[config.mk]
export PLATFORM = sky130hd
export DESIGN_NAME = pmsq_sequencer
export DESIGN_NICKNAME = d
export VERILOG_FILES = /design/src/pkg/pmsq_pkg.sv /design/src/hw/pmsq_sequencer.sv
export SDC_FILE = /design/constraint.sdc
export NUM_CORES = 1
export LEC_CHECK = 0
export ABC_CLOCK_PERIOD_IN_PS = 5090
export BUFFER_PORTS_ARGS = -buffer_cell sky130_fd_sc_hd__buf_2
export CAP_MARGIN = 15
export CORE_MARGIN = 2
export CORE_UTILIZATION = 60
export DETAILED_ROUTE_END_ITERATION = 16
export GPL_TIMING_DRIVEN = 0
export PLACE_DENSITY_LB_ADDON = 0.3
export SLEW_MARGIN = 20
export SYNTH_ARGS = -nofsm -noshare
export SYNTH_HDL_FRONTEND = slang
export SYNTH_SLANG_ARGS = --single-unit
export TNS_END_PERCENT = 1
[constraint.sdc]
create_clock -name clock -period 5.09 [get_ports clock]
set_clock_uncertainty 0.15 [all_clocks]
set_input_delay 1.527 -clock clock [delete_from_list [all_inputs] [get_ports clock]]
set_output_delay 1.527 -clock clock [all_outputs]
set_load 0.01 [all_outputs]
[src/pkg/pmsq_pkg.sv]
/*
 * Constants and types for the power mode sequencer.
 * Assumes a 25 MHz free-running system clock; all millisecond timing is
 * derived from a 1 ms tick produced by the sequencer itself.
 */
`default_nettype none
package pmsq_pkg;

  // ----------------------------------------------------------------
  // Timing
  // ----------------------------------------------------------------
  localparam int CLK_HZ      = 25_000_000;
  localparam int TICK_HZ     = 1000;
  localparam int TICK_CYCLES = CLK_HZ / TICK_HZ;
  localparam int TICK_MS     = 1;

  localparam int SETTLE_MS       = 5;
  localparam int DEGLITCH_MS     = 32;
  localparam int ACK_DEGLITCH_MS = 5;
  localparam int ACK_DEADLINE_MS = 128;
  localparam int EXPIRE_HOLD_MS  = 2;

  localparam logic [7:0] SETTLE_TICKS       = 8'(SETTLE_MS / TICK_MS);
  localparam logic [7:0] DEGLITCH_TICKS     = 8'(DEGLITCH_MS / TICK_MS);
  localparam logic [7:0] ACK_DEGLITCH_TICKS = 8'(ACK_DEGLITCH_MS / TICK_MS);
  localparam logic [7:0] ACK_DEADLINE_TICKS = 8'(ACK_DEADLINE_MS / TICK_MS);
  localparam logic [7:0] EXPIRE_HOLD_TICKS  = 8'(EXPIRE_HOLD_MS / TICK_MS);
  localparam logic [7:0] NO_DEGLITCH_TICKS  = 8'h00;

  // ----------------------------------------------------------------
  // Sequencing counter and factory output delays (ms)
  // ----------------------------------------------------------------
  localparam logic [5:0] SEQ_BOTTOM         = 6'h00;
  localparam logic [5:0] SEQ_TOP            = 6'h3F;
  localparam int         NUM_SEQ_OUTPUTS    = 5;
  localparam int         RESET_OUTPUT_INDEX = 4;
  // Linear rails, step-down a, step-down b, up/down rail, host reset.
  // Off delay is 64 minus these, compared against the same table entries.
  localparam logic [5:0] SEQ_DELAY [NUM_SEQ_OUTPUTS] =
    '{6'h05, 6'h0F, 6'h14, 6'h19, 6'h3C};

  // ----------------------------------------------------------------
  // Wakeup-cause register
  // ----------------------------------------------------------------
  localparam logic [7:0] CAUSE_REG_OFFSET  = 8'h00;
  localparam int         ACK_BIT_POS       = 4;
  localparam int         CAUSE_BATTERY_POS = 3;
  localparam int         CAUSE_BUTTON_POS  = 2;
  localparam int         CAUSE_ADAPTER_POS = 1;
  localparam int         CAUSE_USB_POS     = 0;
  localparam logic [3:0] CAUSE_RESET       = 4'h0;
  localparam logic       ACK_BIT_RESET     = 1'b0;
  localparam logic [7:0] UNMAPPED_READ     = 8'h00;

  // ----------------------------------------------------------------
  // Types
  // ----------------------------------------------------------------
  typedef enum logic [1:0] {
    PMSQ_TRIG_RISE  = 2'h0,
    PMSQ_TRIG_FALL  = 2'h1,
    PMSQ_TRIG_HIGH  = 2'h2,
    PMSQ_TRIG_LOW   = 2'h3
  } pmsq_trigger_t;

  typedef enum logic [2:0] {
    PMSQ_POWER_OFF   = 3'h0,
    PMSQ_STANDBY     = 3'h1,
    PMSQ_SETTLE      = 3'h3,
    PMSQ_ACTIVE      = 3'h2,
    PMSQ_POWER_DOWN  = 3'h6,
    PMSQ_CHG_STANDBY = 3'h7,
    PMSQ_EXPIRE      = 3'h5
  } pmsq_state_t;

endpackage : pmsq_pkg
`default_nettype wire

[src/hw/pmsq_sequencer.sv]
/*
 * Operating-mode controller and power on/off sequencer, with its input
 * deglitchers and the wakeup-cause register.
 * Assumes analog comparators supply battery_above_* as logic levels and
 * that an outside register interface delivers single-cycle writes.
 */
`timescale 1ns/1ns
`default_nettype none

module pmsq_deglitch #(
  parameter logic [7:0] TICKS = 8'h20
) (
  input  wire logic clock,
  input  wire logic resetn,
  input  wire logic tick,
  input  wire logic raw,
  output logic      level
);
  logic [2:0] sync_q, sync_d;
  logic [7:0] cnt_q, cnt_d;
  logic       level_q, level_d;

  always_comb begin
    sync_d  = {sync_q[1:0], raw};
    cnt_d   = cnt_q;
    level_d = level_q;
    // Stage two and three must agree before a change is trusted
    if ((sync_q[1] != sync_q[2]) || (sync_q[2] == level_q)) begin
      cnt_d = 8'h00;
    end else if (TICKS == 8'h00) begin
      level_d = sync_q[2];
    end else if (tick) begin
      if (cnt_q == TICKS - 8'h01) begin
        level_d = sync_q[2];
        cnt_d   = 8'h00;
      end else begin
        cnt_d = cnt_q + 8'h01;
      end
    end
  end

  always_ff @(posedge clock) begin
    if (!resetn) begin
      sync_q  <= 3'h0;
      cnt_q   <= 8'h00;
      level_q <= 1'b0;
    end else begin
      sync_q  <= sync_d;
      cnt_q   <= cnt_d;
      level_q <= level_d;
    end
  end

  assign level = level_q;
endmodule : pmsq_deglitch

module pmsq_sequencer
#(
  parameter int                      TICK_CYCLES_P  = pmsq_pkg::TICK_CYCLES,
  parameter pmsq_pkg::pmsq_trigger_t BUTTON_TRIGGER = pmsq_pkg::PMSQ_TRIG_FALL
) (
  input  wire logic        clock,
  input  wire logic        resetn,
  input  wire logic        push_button_in,
  input  wire logic        adapter_supply_in,
  input  wire logic        usb_supply_detect,
  input  wire logic        host_power_ack_pin,
  input  wire logic        battery_above_lockout,
  input  wire logic        battery_above_alarm,
  input  wire logic        reg_write_en,
  input  wire logic [7:0]  reg_address,
  input  wire logic [7:0]  reg_write_data,
  output logic      [7:0]  reg_read_data,
  output logic             linear_rail_a_en,
  output logic             linear_rail_b_en,
  output logic             step_down_rail_a_en,
  output logic             step_down_rail_b_en,
  output logic             up_down_rail_en,
  output logic             host_reset_n_out,
  output logic             host_reset_n_oe_n,
  output logic             button_status_out,
  output logic             button_status_oe_n,
  output logic             bandgap_en,
  output pmsq_pkg::pmsq_state_t mode_out
);
  import pmsq_pkg::*;

  // ----------------------------------------------------------------
  // Millisecond tick and deglitched inputs
  // ----------------------------------------------------------------
  logic [15:0] presc_q, presc_d;
  logic        tick_q, tick_d;
  logic        btn_dg, adp_dg, usb_dg, ack_pin_dg, bat_ok, alarm_ok;

  always_comb begin
    tick_d  = 1'b0;
    presc_d = presc_q + 16'h0001;
    if (presc_q == 16'(TICK_CYCLES_P - 1)) begin
      presc_d = 16'h0000;
      tick_d  = 1'b1;
    end
  end

  pmsq_deglitch #(.TICKS(DEGLITCH_TICKS)) u_btn_dg (
    .clock(clock), .resetn(resetn), .tick(tick_q),
    .raw(push_button_in), .level(btn_dg));
  pmsq_deglitch #(.TICKS(DEGLITCH_TICKS)) u_adp_dg (
    .clock(clock), .resetn(resetn), .tick(tick_q),
    .raw(adapter_supply_in), .level(adp_dg));
  pmsq_deglitch #(.TICKS(DEGLITCH_TICKS)) u_usb_dg (
    .clock(clock), .resetn(resetn), .tick(tick_q),
    .raw(usb_supply_detect), .level(usb_dg));
  pmsq_deglitch #(.TICKS(ACK_DEGLITCH_TICKS)) u_ack_dg (
    .clock(clock), .resetn(resetn), .tick(tick_q),
    .raw(host_power_ack_pin), .level(ack_pin_dg));
  pmsq_deglitch #(.TICKS(NO_DEGLITCH_TICKS)) u_bat_sync (
    .clock(clock), .resetn(resetn), .tick(tick_q),
    .raw(battery_above_lockout), .level(bat_ok));
  pmsq_deglitch #(.TICKS(NO_DEGLITCH_TICKS)) u_alarm_sync (
    .clock(clock), .resetn(resetn), .tick(tick_q),
    .raw(battery_above_alarm), .level(alarm_ok));

  // ----------------------------------------------------------------
  // Mode machine, sequencing counter, register
  // ----------------------------------------------------------------
  pmsq_state_t state_q, state_d;
  logic [5:0]  cnt_q, cnt_d;
  logic        up_q, up_d;
  logic [7:0]  phase_q, phase_d;
  logic        acked_q, acked_d;
  logic        ack_bit_q, ack_bit_d;
  logic [3:0]  cause_q, cause_d;
  logic        usb_pend_q, usb_pend_d;
  logic        btn_prev_q, adp_prev_q, usb_prev_q;
  logic [4:0]  en_q, en_d;
  logic        bg_q, bg_d;
  logic [7:0]  rdata_q, rdata_d;
  logic        btn_evt, adp_evt, usb_go, ext, ack_ok, wake;
  logic [3:0]  wake_cause;

  always_comb begin
    case (BUTTON_TRIGGER)
      PMSQ_TRIG_RISE: btn_evt = btn_dg & ~btn_prev_q;
      PMSQ_TRIG_FALL: btn_evt = ~btn_dg & btn_prev_q;
      PMSQ_TRIG_HIGH: btn_evt = btn_dg;
      default:        btn_evt = ~btn_dg;
    endcase
    adp_evt = adp_dg & ~adp_prev_q;
    usb_go  = usb_pend_q & alarm_ok;
    ext     = adp_dg | usb_dg;
    ack_ok  = ack_bit_q | ack_pin_dg;
    wake    = btn_evt | adp_evt | usb_go;
    wake_cause = 4'h0;
    if (adp_evt) begin
      wake_cause[CAUSE_ADAPTER_POS] = 1'b1;
    end else if (usb_go) begin
      wake_cause[CAUSE_USB_POS] = 1'b1;
    end else if (btn_evt) begin
      wake_cause[CAUSE_BUTTON_POS] = 1'b1;
    end
  end

  always_comb begin
    state_d    = state_q;
    phase_d    = phase_q;
    acked_d    = acked_q;
    cause_d    = cause_q;
    ack_bit_d  = ack_bit_q;
    usb_pend_d = (usb_pend_q | (usb_dg & ~usb_prev_q)) & usb_dg;
    up_d       = up_q;
    cnt_d      = cnt_q;
    if (tick_q && up_q && cnt_q != SEQ_TOP) begin
      cnt_d = cnt_q + 6'h01;
    end else if (tick_q && !up_q && cnt_q != SEQ_BOTTOM) begin
      cnt_d = cnt_q - 6'h01;
    end
    if (reg_write_en && reg_address == CAUSE_REG_OFFSET) begin
      ack_bit_d = reg_write_data[ACK_BIT_POS];
    end
    case (state_q)
      PMSQ_POWER_OFF, PMSQ_STANDBY, PMSQ_CHG_STANDBY: begin
        cause_d   = CAUSE_RESET;
        ack_bit_d = ACK_BIT_RESET;
        if (state_q == PMSQ_POWER_OFF && !wake && bat_ok) begin
          if (alarm_ok) begin
            state_d = PMSQ_SETTLE;
            phase_d = 8'h00;
            cause_d[CAUSE_BATTERY_POS] = 1'b1;
          end else begin
            state_d = PMSQ_STANDBY;
          end
        end else if (state_q == PMSQ_CHG_STANDBY && !ext) begin
          state_d = PMSQ_STANDBY;
        end else if (state_q != PMSQ_POWER_OFF && !bat_ok && !ext) begin
          state_d = PMSQ_POWER_OFF;
        end else if (wake && (bat_ok || ext)) begin
          state_d    = PMSQ_SETTLE;
          phase_d    = 8'h00;
          cause_d    = wake_cause;
          usb_pend_d = usb_pend_d & ~usb_go;
        end
      end
      PMSQ_SETTLE: begin
        if (tick_q) begin
          phase_d = phase_q + 8'h01;
          if (phase_q == SETTLE_TICKS - 8'h01) begin
            state_d = PMSQ_ACTIVE;
            phase_d = 8'h00;
            cnt_d   = SEQ_BOTTOM;
            up_d    = 1'b1;
            acked_d = 1'b0;
          end
        end
      end
      PMSQ_ACTIVE: begin
        if (!acked_q) begin
          if (ack_ok) begin
            acked_d = 1'b1;
          end else if (tick_q) begin
            phase_d = phase_q + 8'h01;
            if (phase_q == ACK_DEADLINE_TICKS - 8'h01) begin
              state_d = PMSQ_EXPIRE;
              phase_d = 8'h00;
            end
          end
        end else if (!ext && (!ack_ok || !alarm_ok)) begin
          state_d = PMSQ_POWER_DOWN;
          up_d    = 1'b0;
        end
      end
      PMSQ_POWER_DOWN: begin
        if (wake) begin
          state_d    = PMSQ_ACTIVE;
          up_d       = 1'b1;
          phase_d    = 8'h00;
          acked_d    = 1'b0;
          cause_d    = wake_cause;
          usb_pend_d = usb_pend_d & ~usb_go;
        end else if (tick_q && cnt_q == SEQ_BOTTOM) begin
          state_d = ext ? PMSQ_CHG_STANDBY : PMSQ_STANDBY;
        end
      end
      PMSQ_EXPIRE: begin
        if (tick_q) begin
          phase_d = phase_q + 8'h01;
          if (phase_q == EXPIRE_HOLD_TICKS - 8'h01) begin
            state_d = ext ? PMSQ_CHG_STANDBY : PMSQ_STANDBY;
            cnt_d   = SEQ_BOTTOM;
          end
        end
      end
      default: state_d = PMSQ_POWER_OFF;
    endcase
  end

  // Comparators keep their output between crossings, so a reversal
  // mid-sequence never glitches a rail that is already in place.
  always_comb begin
    for (int i = 0; i < NUM_SEQ_OUTPUTS; i++) begin
      if (state_q == PMSQ_ACTIVE || state_q == PMSQ_POWER_DOWN) begin
        if (up_q) begin
          en_d[i] = en_q[i] | (cnt_q > SEQ_DELAY[i]);
        end else begin
          en_d[i] = en_q[i] & ~(cnt_q < SEQ_DELAY[i]);
        end
      end else if (state_q == PMSQ_EXPIRE && i != RESET_OUTPUT_INDEX) begin
        en_d[i] = en_q[i];
      end else begin
        en_d[i] = 1'b0;
      end
    end
    bg_d = (state_d == PMSQ_SETTLE) || (state_d == PMSQ_ACTIVE) ||
           (state_d == PMSQ_POWER_DOWN) || (state_d == PMSQ_EXPIRE);
    rdata_d = UNMAPPED_READ;
    if (reg_address == CAUSE_REG_OFFSET) begin
      rdata_d = {3'h0, ack_bit_q, cause_q};
    end
  end

  always_ff @(posedge clock) begin
    if (!resetn) begin
      presc_q    <= 16'h0000;
      tick_q     <= 1'b0;
      state_q    <= PMSQ_POWER_OFF;
      cnt_q      <= SEQ_BOTTOM;
      up_q       <= 1'b1;
      phase_q    <= 8'h00;
      acked_q    <= 1'b0;
      ack_bit_q  <= ACK_BIT_RESET;
      cause_q    <= CAUSE_RESET;
      usb_pend_q <= 1'b0;
      btn_prev_q <= 1'b0;
      adp_prev_q <= 1'b0;
      usb_prev_q <= 1'b0;
      en_q       <= 5'h00;
      bg_q       <= 1'b0;
      rdata_q    <= 8'h00;
    end else begin
      presc_q    <= presc_d;
      tick_q     <= tick_d;
      state_q    <= state_d;
      cnt_q      <= cnt_d;
      up_q       <= up_d;
      phase_q    <= phase_d;
      acked_q    <= acked_d;
      ack_bit_q  <= ack_bit_d;
      cause_q    <= cause_d;
      usb_pend_q <= usb_pend_d;
      btn_prev_q <= btn_dg;
      adp_prev_q <= adp_dg;
      usb_prev_q <= usb_dg;
      en_q       <= en_d;
      bg_q       <= bg_d;
      rdata_q    <= rdata_d;
    end
  end

  // ----------------------------------------------------------------
  // Outputs (open-drain pins drive low only; level held at zero)
  // ----------------------------------------------------------------
  assign reg_read_data       = rdata_q;
  assign linear_rail_a_en    = en_q[0];
  assign linear_rail_b_en    = en_q[0];
  assign step_down_rail_a_en = en_q[1];
  assign step_down_rail_b_en = en_q[2];
  assign up_down_rail_en     = en_q[3];
  assign host_reset_n_out    = 1'b0 & en_q[RESET_OUTPUT_INDEX];
  assign host_reset_n_oe_n   = en_q[RESET_OUTPUT_INDEX];
  assign button_status_out   = 1'b0 & btn_prev_q;
  assign button_status_oe_n  = btn_prev_q;
  assign bandgap_en          = bg_q;
  assign mode_out            = state_q;

  // ----------------------------------------------------------------
  // Checks
  // ----------------------------------------------------------------
  off_rails_dark_a: assert property (@(posedge clock) disable iff (!resetn)
    (state_q == PMSQ_POWER_OFF || state_q == PMSQ_STANDBY) |=> en_q == 5'h00)
    else $error("Rail on while powered down");
  standby_brownout_a: assert property (@(posedge clock) disable iff (!resetn)
    (state_q == PMSQ_STANDBY && !bat_ok && !ext) |=> state_q == PMSQ_POWER_OFF)
    else $error("Standby kept with battery below lockout");
  settle_end_a: assert property (@(posedge clock) disable iff (!resetn)
    (state_q == PMSQ_SETTLE && tick_q && phase_q == SETTLE_TICKS - 8'h01)
    |=> (state_q == PMSQ_ACTIVE && cnt_q == SEQ_BOTTOM && up_q))
    else $error("Settle wait did not end into counting up");
  count_hold_a: assert property (@(posedge clock) disable iff (!resetn)
    (state_q == PMSQ_ACTIVE && up_q && cnt_q == SEQ_TOP && state_d == state_q)
    |=> cnt_q == SEQ_TOP)
    else $error("Counter left its terminal value");
  rail_on_a: assert property (@(posedge clock) disable iff (!resetn)
    (state_q == PMSQ_ACTIVE && up_q && cnt_q > SEQ_DELAY[1])
    |=> step_down_rail_a_en)
    else $error("Step-down rail a not enabled past its delay");
  rail_off_a: assert property (@(posedge clock) disable iff (!resetn)
    (state_q == PMSQ_POWER_DOWN && !up_q && cnt_q < SEQ_DELAY[3])
    |=> !up_down_rail_en)
    else $error("Up/down rail still on below its delay");
  reset_order_a: assert property (@(posedge clock) disable iff (!resetn)
    host_reset_n_oe_n |-> (linear_rail_a_en && up_down_rail_en))
    else $error("Reset released with a rail off");
  expiry_reset_a: assert property (@(posedge clock) disable iff (!resetn)
    $rose(state_q == PMSQ_EXPIRE) |=> !host_reset_n_oe_n)
    else $error("Reset not asserted on deadline expiry");
  cause_clear_a: assert property (@(posedge clock) disable iff (!resetn)
    (state_q == PMSQ_STANDBY && state_d == PMSQ_STANDBY) |=> cause_q == 4'h0)
    else $error("Wakeup cause kept while powered off");
  ack_write_a: assert property (@(posedge clock) disable iff (!resetn)
    (reg_write_en && reg_address == CAUSE_REG_OFFSET &&
     state_q == PMSQ_ACTIVE) |=> ##1 reg_read_data[ACK_BIT_POS] ==
     $past(reg_write_data[ACK_BIT_POS], 2))
    else $error("Acknowledge bit write not read back");

endmodule : pmsq_sequencer
`default_nettype wire

* After elaboration in Yosys (flattened, before gate mapping)
Index checks and enable logic that the tools add are counted.
** Operators by class
- Add/sub/neg operators :: 8
- Multipliers :: 0
- Div/mod/pow operators :: 0
- Magnitude comparators :: 10
- Equality and inequality tests :: 45
- Shift-type cells :: 0
- Multiplexer cells :: 86
- Bitwise gates (word level) :: 35
- Reductions and logical operators :: 56
** Operators with widths (count)
- $mux W8 :: 17
- $mux W3 :: 20
- $add A8 B1 Y8 const B :: 5
- $pmux W8 S5 :: 1
- $mux W6 :: 6
- $mux W1 :: 34
- $eq A8 B5 Y1 const B :: 3
- $ne A2 B2 Y1 const B :: 10
- $add A16 B1 Y16 const B :: 1
- $eq A16 B15 Y1 const B :: 1
- $eq A8 B3 Y1 const B :: 2
- $eq A3 B3 Y1 const B :: 5
- $pmux W3 S5 :: 1
- $not A1 Y1 :: 14
- $logic_and A1 B1 Y1 :: 13
- $eq A3 B2 Y1 const B :: 4
- $gt A6 B5 Y1 const B :: 2
- $logic_or A1 B1 Y1 :: 12
- $lt A6 B5 Y1 const B :: 2
- $pmux W6 S2 :: 1
- $reduce_and A3 Y1 :: 4
- $and A1 B1 Y1 :: 11
- $reduce_and A11 Y1 :: 1
- $or A1 B1 Y1 :: 10
- 35 further kinds :: 60
** Word-level totals
- Register bits after elaboration :: 115
- Latch bits :: 0
- Memory bits (writable) :: 0
- ROM bits :: 0
- Output and inout bits :: 21
- Word-level logic and storage cells :: 274
- Memories kept :: 0

* Longest topological paths before layout
- Depth after elaboration :: 14
- Mapped depth :: 8

* Hierarchy
Synthesis repeated with hierarchy kept, for this count alone.
** Unflattened totals
- Cell total of the unflattened synthesis :: 632
- Area total of the unflattened synthesis :: 5370.2 sq um
** By module, submodules not included
- pmsq_sequencer :: times used 1, cells each 389, area an instance 3035.4 sq um, sequential area each 1121.1 sq um
- pmsq_deglitch (u_adp_dg ...) :: times used 3, cells each 55, area an instance 525.5 sq um, sequential area each 240.2 sq um
- pmsq_deglitch (u_ack_dg) :: times used 1, cells each 58, area an instance 525.5 sq um, sequential area each 240.2 sq um
- pmsq_deglitch (u_alarm_sync ...) :: times used 2, cells each 10, area an instance 116.4 sq um, sequential area each 80.1 sq um

* Least setup slack after synthesis
Ideal clock, no wire load.
- Kind :: input port to flip-flop
- Start point :: input port reg_address[5]
- End point :: register ack_bit_q
- Data arrival time :: 2572 ps
- Data required time :: 4848 ps
- Setup slack :: 2276 ps
- Stages on the path :: 5
- Buffers on the path :: 0
- Cell sequence :: or4_1 nor2_1 nand2_1 mux2i_1 nor4_1
** On the way
- Longest elaborated chain between the ends :: 2
** Ends and longest elaborated chain
- start: declaration :: RTL line pmsq_sequencer.sv:71 : input wire logic [7:0] reg_address,
- $logic_not A8 Y1 :: RTL line pmsq_sequencer.sv:177 : if (reg_write_en && reg_address == CAUSE_REG_OFFSET) begin
- $logic_and A1 B1 Y1 :: RTL line pmsq_sequencer.sv:177
- end signal: assignment :: RTL line pmsq_sequencer.sv:306 : ack_bit_q <= ack_bit_d;
- end: declaration :: RTL line pmsq_sequencer.sv:131 : logic ack_bit_q, ack_bit_d;
Every way passes these cells.
A chain may end at the register's enable or synchronous reset.

* Worst setup path in the final report
- Start point :: input port resetn
- End point :: register en_q[0]
** RTL lines
- start: declaration :: RTL line pmsq_sequencer.sv:63 : input wire logic resetn,
- end signal: assignment :: RTL line pmsq_sequencer.sv:312 : en_q <= en_d;
- end: declaration :: RTL line pmsq_sequencer.sv:135 : logic [4:0] en_q, en_d;
No word-level cell between the ends.

==> out/qor_table.md <==
| Step | Parameter | Reported |
|---|---|---|
| timing | Timing-limited maximum frequency | 360.0 MHz |
| floorplanning | I/O pin count | 46 |
| yosys | Commonest cells post-synth | dfxtp_1, nor2_1, nand2_1, xor2_1, o21ai_0 |
| timing | Number of failing hold endpoints at the final stage | 0 |
| timing | Setup violators final | 0 |
| worst setup path | Setup CP Type | in2reg |
| yosys | Cell type contributing the most total cell area after synthesis | dfxtp_1 |
| cells and area | Fill cell count | 742 |
| floorplanning | Full die area | 9475 um2 |
| cts | Total CTS buffers | 9 |
| cells and area | Final core utilization | 66.92% |
| power and ir drop | Total net switching power | 370.1 uW |
| detailed routing | Average routed wire per standard cell | 14.37 um |
| floorplanning | Placement row count | 34 |
| yosys | Top-count cell post-synth | dfxtp_1 |
| yosys | Sequential fraction of the synthesis area | 42.89% |
| yosys | Proportion of synthesized flip-flops having asynchronous set or reset | 0% |
| yosys | Library cells used by synthesis | 63 |
| cts | Post-CTS setup buffers | 0 |
| global route | Total routing resource utilization after global routing | 23.83% |
| cts | Clk Tree Root Cell | clkbuf_8 |
| floorplanning | Die X | 97.34 um |
| power and ir drop | Switching power share of the total | 25.15% |
| cts | CTS H-tree lvls | 3 |
| worst setup path | Startpoint class of the critical path | primary input |
| floorplanning | Floorplan core area | 8593 um2 |
| timing | Minimum clock period | 2778 ps |
| timing | Slew Viols, Final | 0 |
| detailed routing | Routed wire length | 11170 um |
| detailed routing | Antenna-violating nets left | 0 |
| yosys | Cells after synthesis | 617 |
| power and ir drop | Internal Dissipation | 1101 uW |
| detailed routing | Violation count after the first detailed-routing iteration | 276 |
| timing | Total Negative Setup Slacks | 0 ps |
| job | Number of max-cap violations | 0 |
| global route | Congestion Overflow GR | 0 |
| detailed routing | Residual DRC count | 0 |
| global route | First-pass GRT wire length | 18820 um |
| timing | Max transition margin | 52.35% |
| floorplanning | Die extent in y | 97.34 um |
| hold path | Tightest Hold Check Type | reg2reg |
| yosys | Ranking of synthesized cells by area | dfxtp_1, nor2_1, xor2_1 |
| cells and area | Synth-to-layout area growth | 10.00% |
| yosys | Cell area after synthesis | 5228 um2 |
| power and ir drop | Part of the total power dissipated in sequential elements | 60.4% |
| power and ir drop | Clock Power Share | 37.1% |
| worst setup path | Worst endpoint data arrival time | 2920 ps |
| hold path | Number of cells traversed by the worst hold path | 1 |
| timing | RSZ-0062 raised after global routing | false |
| cts | Worst-Skew Late Latency | 380 ps |
| cts | Total of cells resized after clock tree synthesis | 0 |
| cts | Clock tree sinks | 112 |
| cts | CTS clk-pin slew, worst paths | 120 ps |
| power and ir drop | Leak | 0.002165 uW |
| global route | Initial antenna violation count | 0 |
| yosys | Area share of the largest cell type after synthesis | 42.89% |
| worst setup path | Worst Reg2Reg Path Length in Cells | 8 |
| cells and area | N_diodes | 0 |
| yosys | Count of warnings emitted by yosys | 0 |
| timing | Period Utilization, post-route | 54.58% |
| cts | CTS tree | built |
| cts | Hold_buf cts | 0 |
| detailed routing | Vias per cell | 5.705 |
| detailed routing | Via count | 4433 |
| floorplanning | Starting utilization of the core area | 60.83% |
| placed design | Detailed Place HPWL | 8172 um |
| global route | Via count of the first global-routing pass | 4105 |
| placed design | DP Worst Slack | 1898 ps |
| global route | Largest net degree at the start of global routing | 24 |
| cells and area | Design Area, Final | 5751 um2 |
| power and ir drop | Maximum VDD drop | 0.2189 mV |
| cells and area | Fraction of final layout cells sized beyond drive strength 1 | 11.06% |
| yosys | Avg Cell Area, Syn | 8.472 um2 |
| cts | Bufs on Longest Clock Path | 2 |
| timing | Post-route worst setup slack | 2312 ps |
| cells and area | Post-layout net count | 702 |
| timing | Transition time at the pin with the least slew margin | 704.8 ps |
| power and ir drop | Combinational power share | 2.5% |
| placed design | IO buf count | 32 |
| yosys | Most used flip-flop cell after synthesis | dfxtp_1 |
| yosys | Yosys reg bits | 112 |
| outcome | Outcome | finished clean |
| yosys | Number of enable-type register cells in the synthesized netlist | 0 |
| timing | Worst hold margin | 283.7 ps |
| placed design | Gpl congestion | 0.9185 |
| worst setup path | Crit path capture type | flop |
| power and ir drop | Total power density per cell area | 255.9 nW/um2 |
| worst setup path | Worst endpoint required time | 5240 ps |
| worst setup path | Critical Path Fanout Max | 10 |
| placed design | DP Area | 5538 um2 |
| detailed routing | First-pass iteration count of the detailed router | 5 |
==> area by class of cell <==
type | count | area, um2 | area share, %
tap | 108 | 135.1 | 2.350
clock inverter | 7 | 88.84 | 1.545
clock buffer | 9 | 123.9 | 2.154
buffer | 30 | 151.4 | 2.633
multi-input combinational | 460 | 2778 | 48.30
timing repair buffer | 32 | 160.2 | 2.785
sequential | 112 | 2242 | 38.99
inverter | 19 | 71.32 | 1.240
==> critical path, cell delays in order <==
cell and delay (ps):
clkbuf_1 500, inv_1 300, clkbuf_1 370, a21oi_1 220
==> kinds of logic (layout without fill, tap and decap cells) <==
kind of cell             Yosys count  after routing  synth area share, %
AO/OA/AOI/OAI                     97             97                11.97
adder cells (fa/ha/maj)           13             13                3.112
other                              1              5              0.07174
buffers and inverters             49             97                4.260
flip-flops                       112            112                42.89
AND/OR/NAND/NOR                  287            287                27.84
XOR/XNOR                          52             52                8.712
multiplexers                       6              6                1.149
==> path summary, 6_finish.rpt <==
path | start | endpoint | slack [ps]
setup / recovery | resetn | en_q[0] | 2310
hold / removal | u_ack_dg.sync_q[0] | u_ack_dg.sync_q[1] | 280
setup reg to reg | cnt_q[0] | bandgap_en | 2740
hold reg to reg | u_ack_dg.sync_q[0] | u_ack_dg.sync_q[1] | 280
==> routing by layer <==
layer  part of all wire, %  wire length (um)  vias to the layer above  GRT usage [%]
li1                      -                 -                     2220              -
met1                    45              5054                     2070          30.97
met2                    48              5404                      121          40.71
met3                   4.9               544                       22          4.892
met4                   1.4               161                        0          6.197
met5                     0                 0                        -              0
==> through the flow <==
step           power, uW  instances
6_report            1472        777
5_1_grt             1522        777
3_5_place_dp       945.3        761
2_1_floorplan      929.9        621
4_1_cts             1485        777
3_3_place_gp       943.4        761
==> registers in the layout, indices dropped and copies added, names as in the netlist, 3 cells and up <==
register             flops
u_btn_dg.cnt_q           8
presc_q                 16
u_bat_sync.sync_q        3
u_alarm_sync.sync_q      3
en_q                     5
cause_q                  4
u_ack_dg.cnt_q           8
u_ack_dg.sync_q          3
u_adp_dg.cnt_q           8
reg_read_data            5
mode_out                 3
phase_q                  8
u_btn_dg.sync_q          3
u_adp_dg.sync_q          3
cnt_q                    6
u_usb_dg.sync_q          3
u_usb_dg.cnt_q           8
==> power groups by stage <==
stage	clock network, uW	registers (uW)	logic (uW)
after floorplan	0	907	22.5
after global placement	0	908	35.3
after detailed placement	0	909	36.6
after CTS	559	889	36.7
after global routing	591	890	41.1
final	546	889	36.4
==> cell usage in the layout (no fill, tap or decap), types with 25 or more instances in the layout <==
cell type and instances:
xor2_1 33, dfxtp_1 112, o21ai_0 29, nor2_1 98, buf_2 39, nand3_1 27
nand2_1 50, a21oi_1 25
Note: power is estimated with default switching activity, not from simulation.
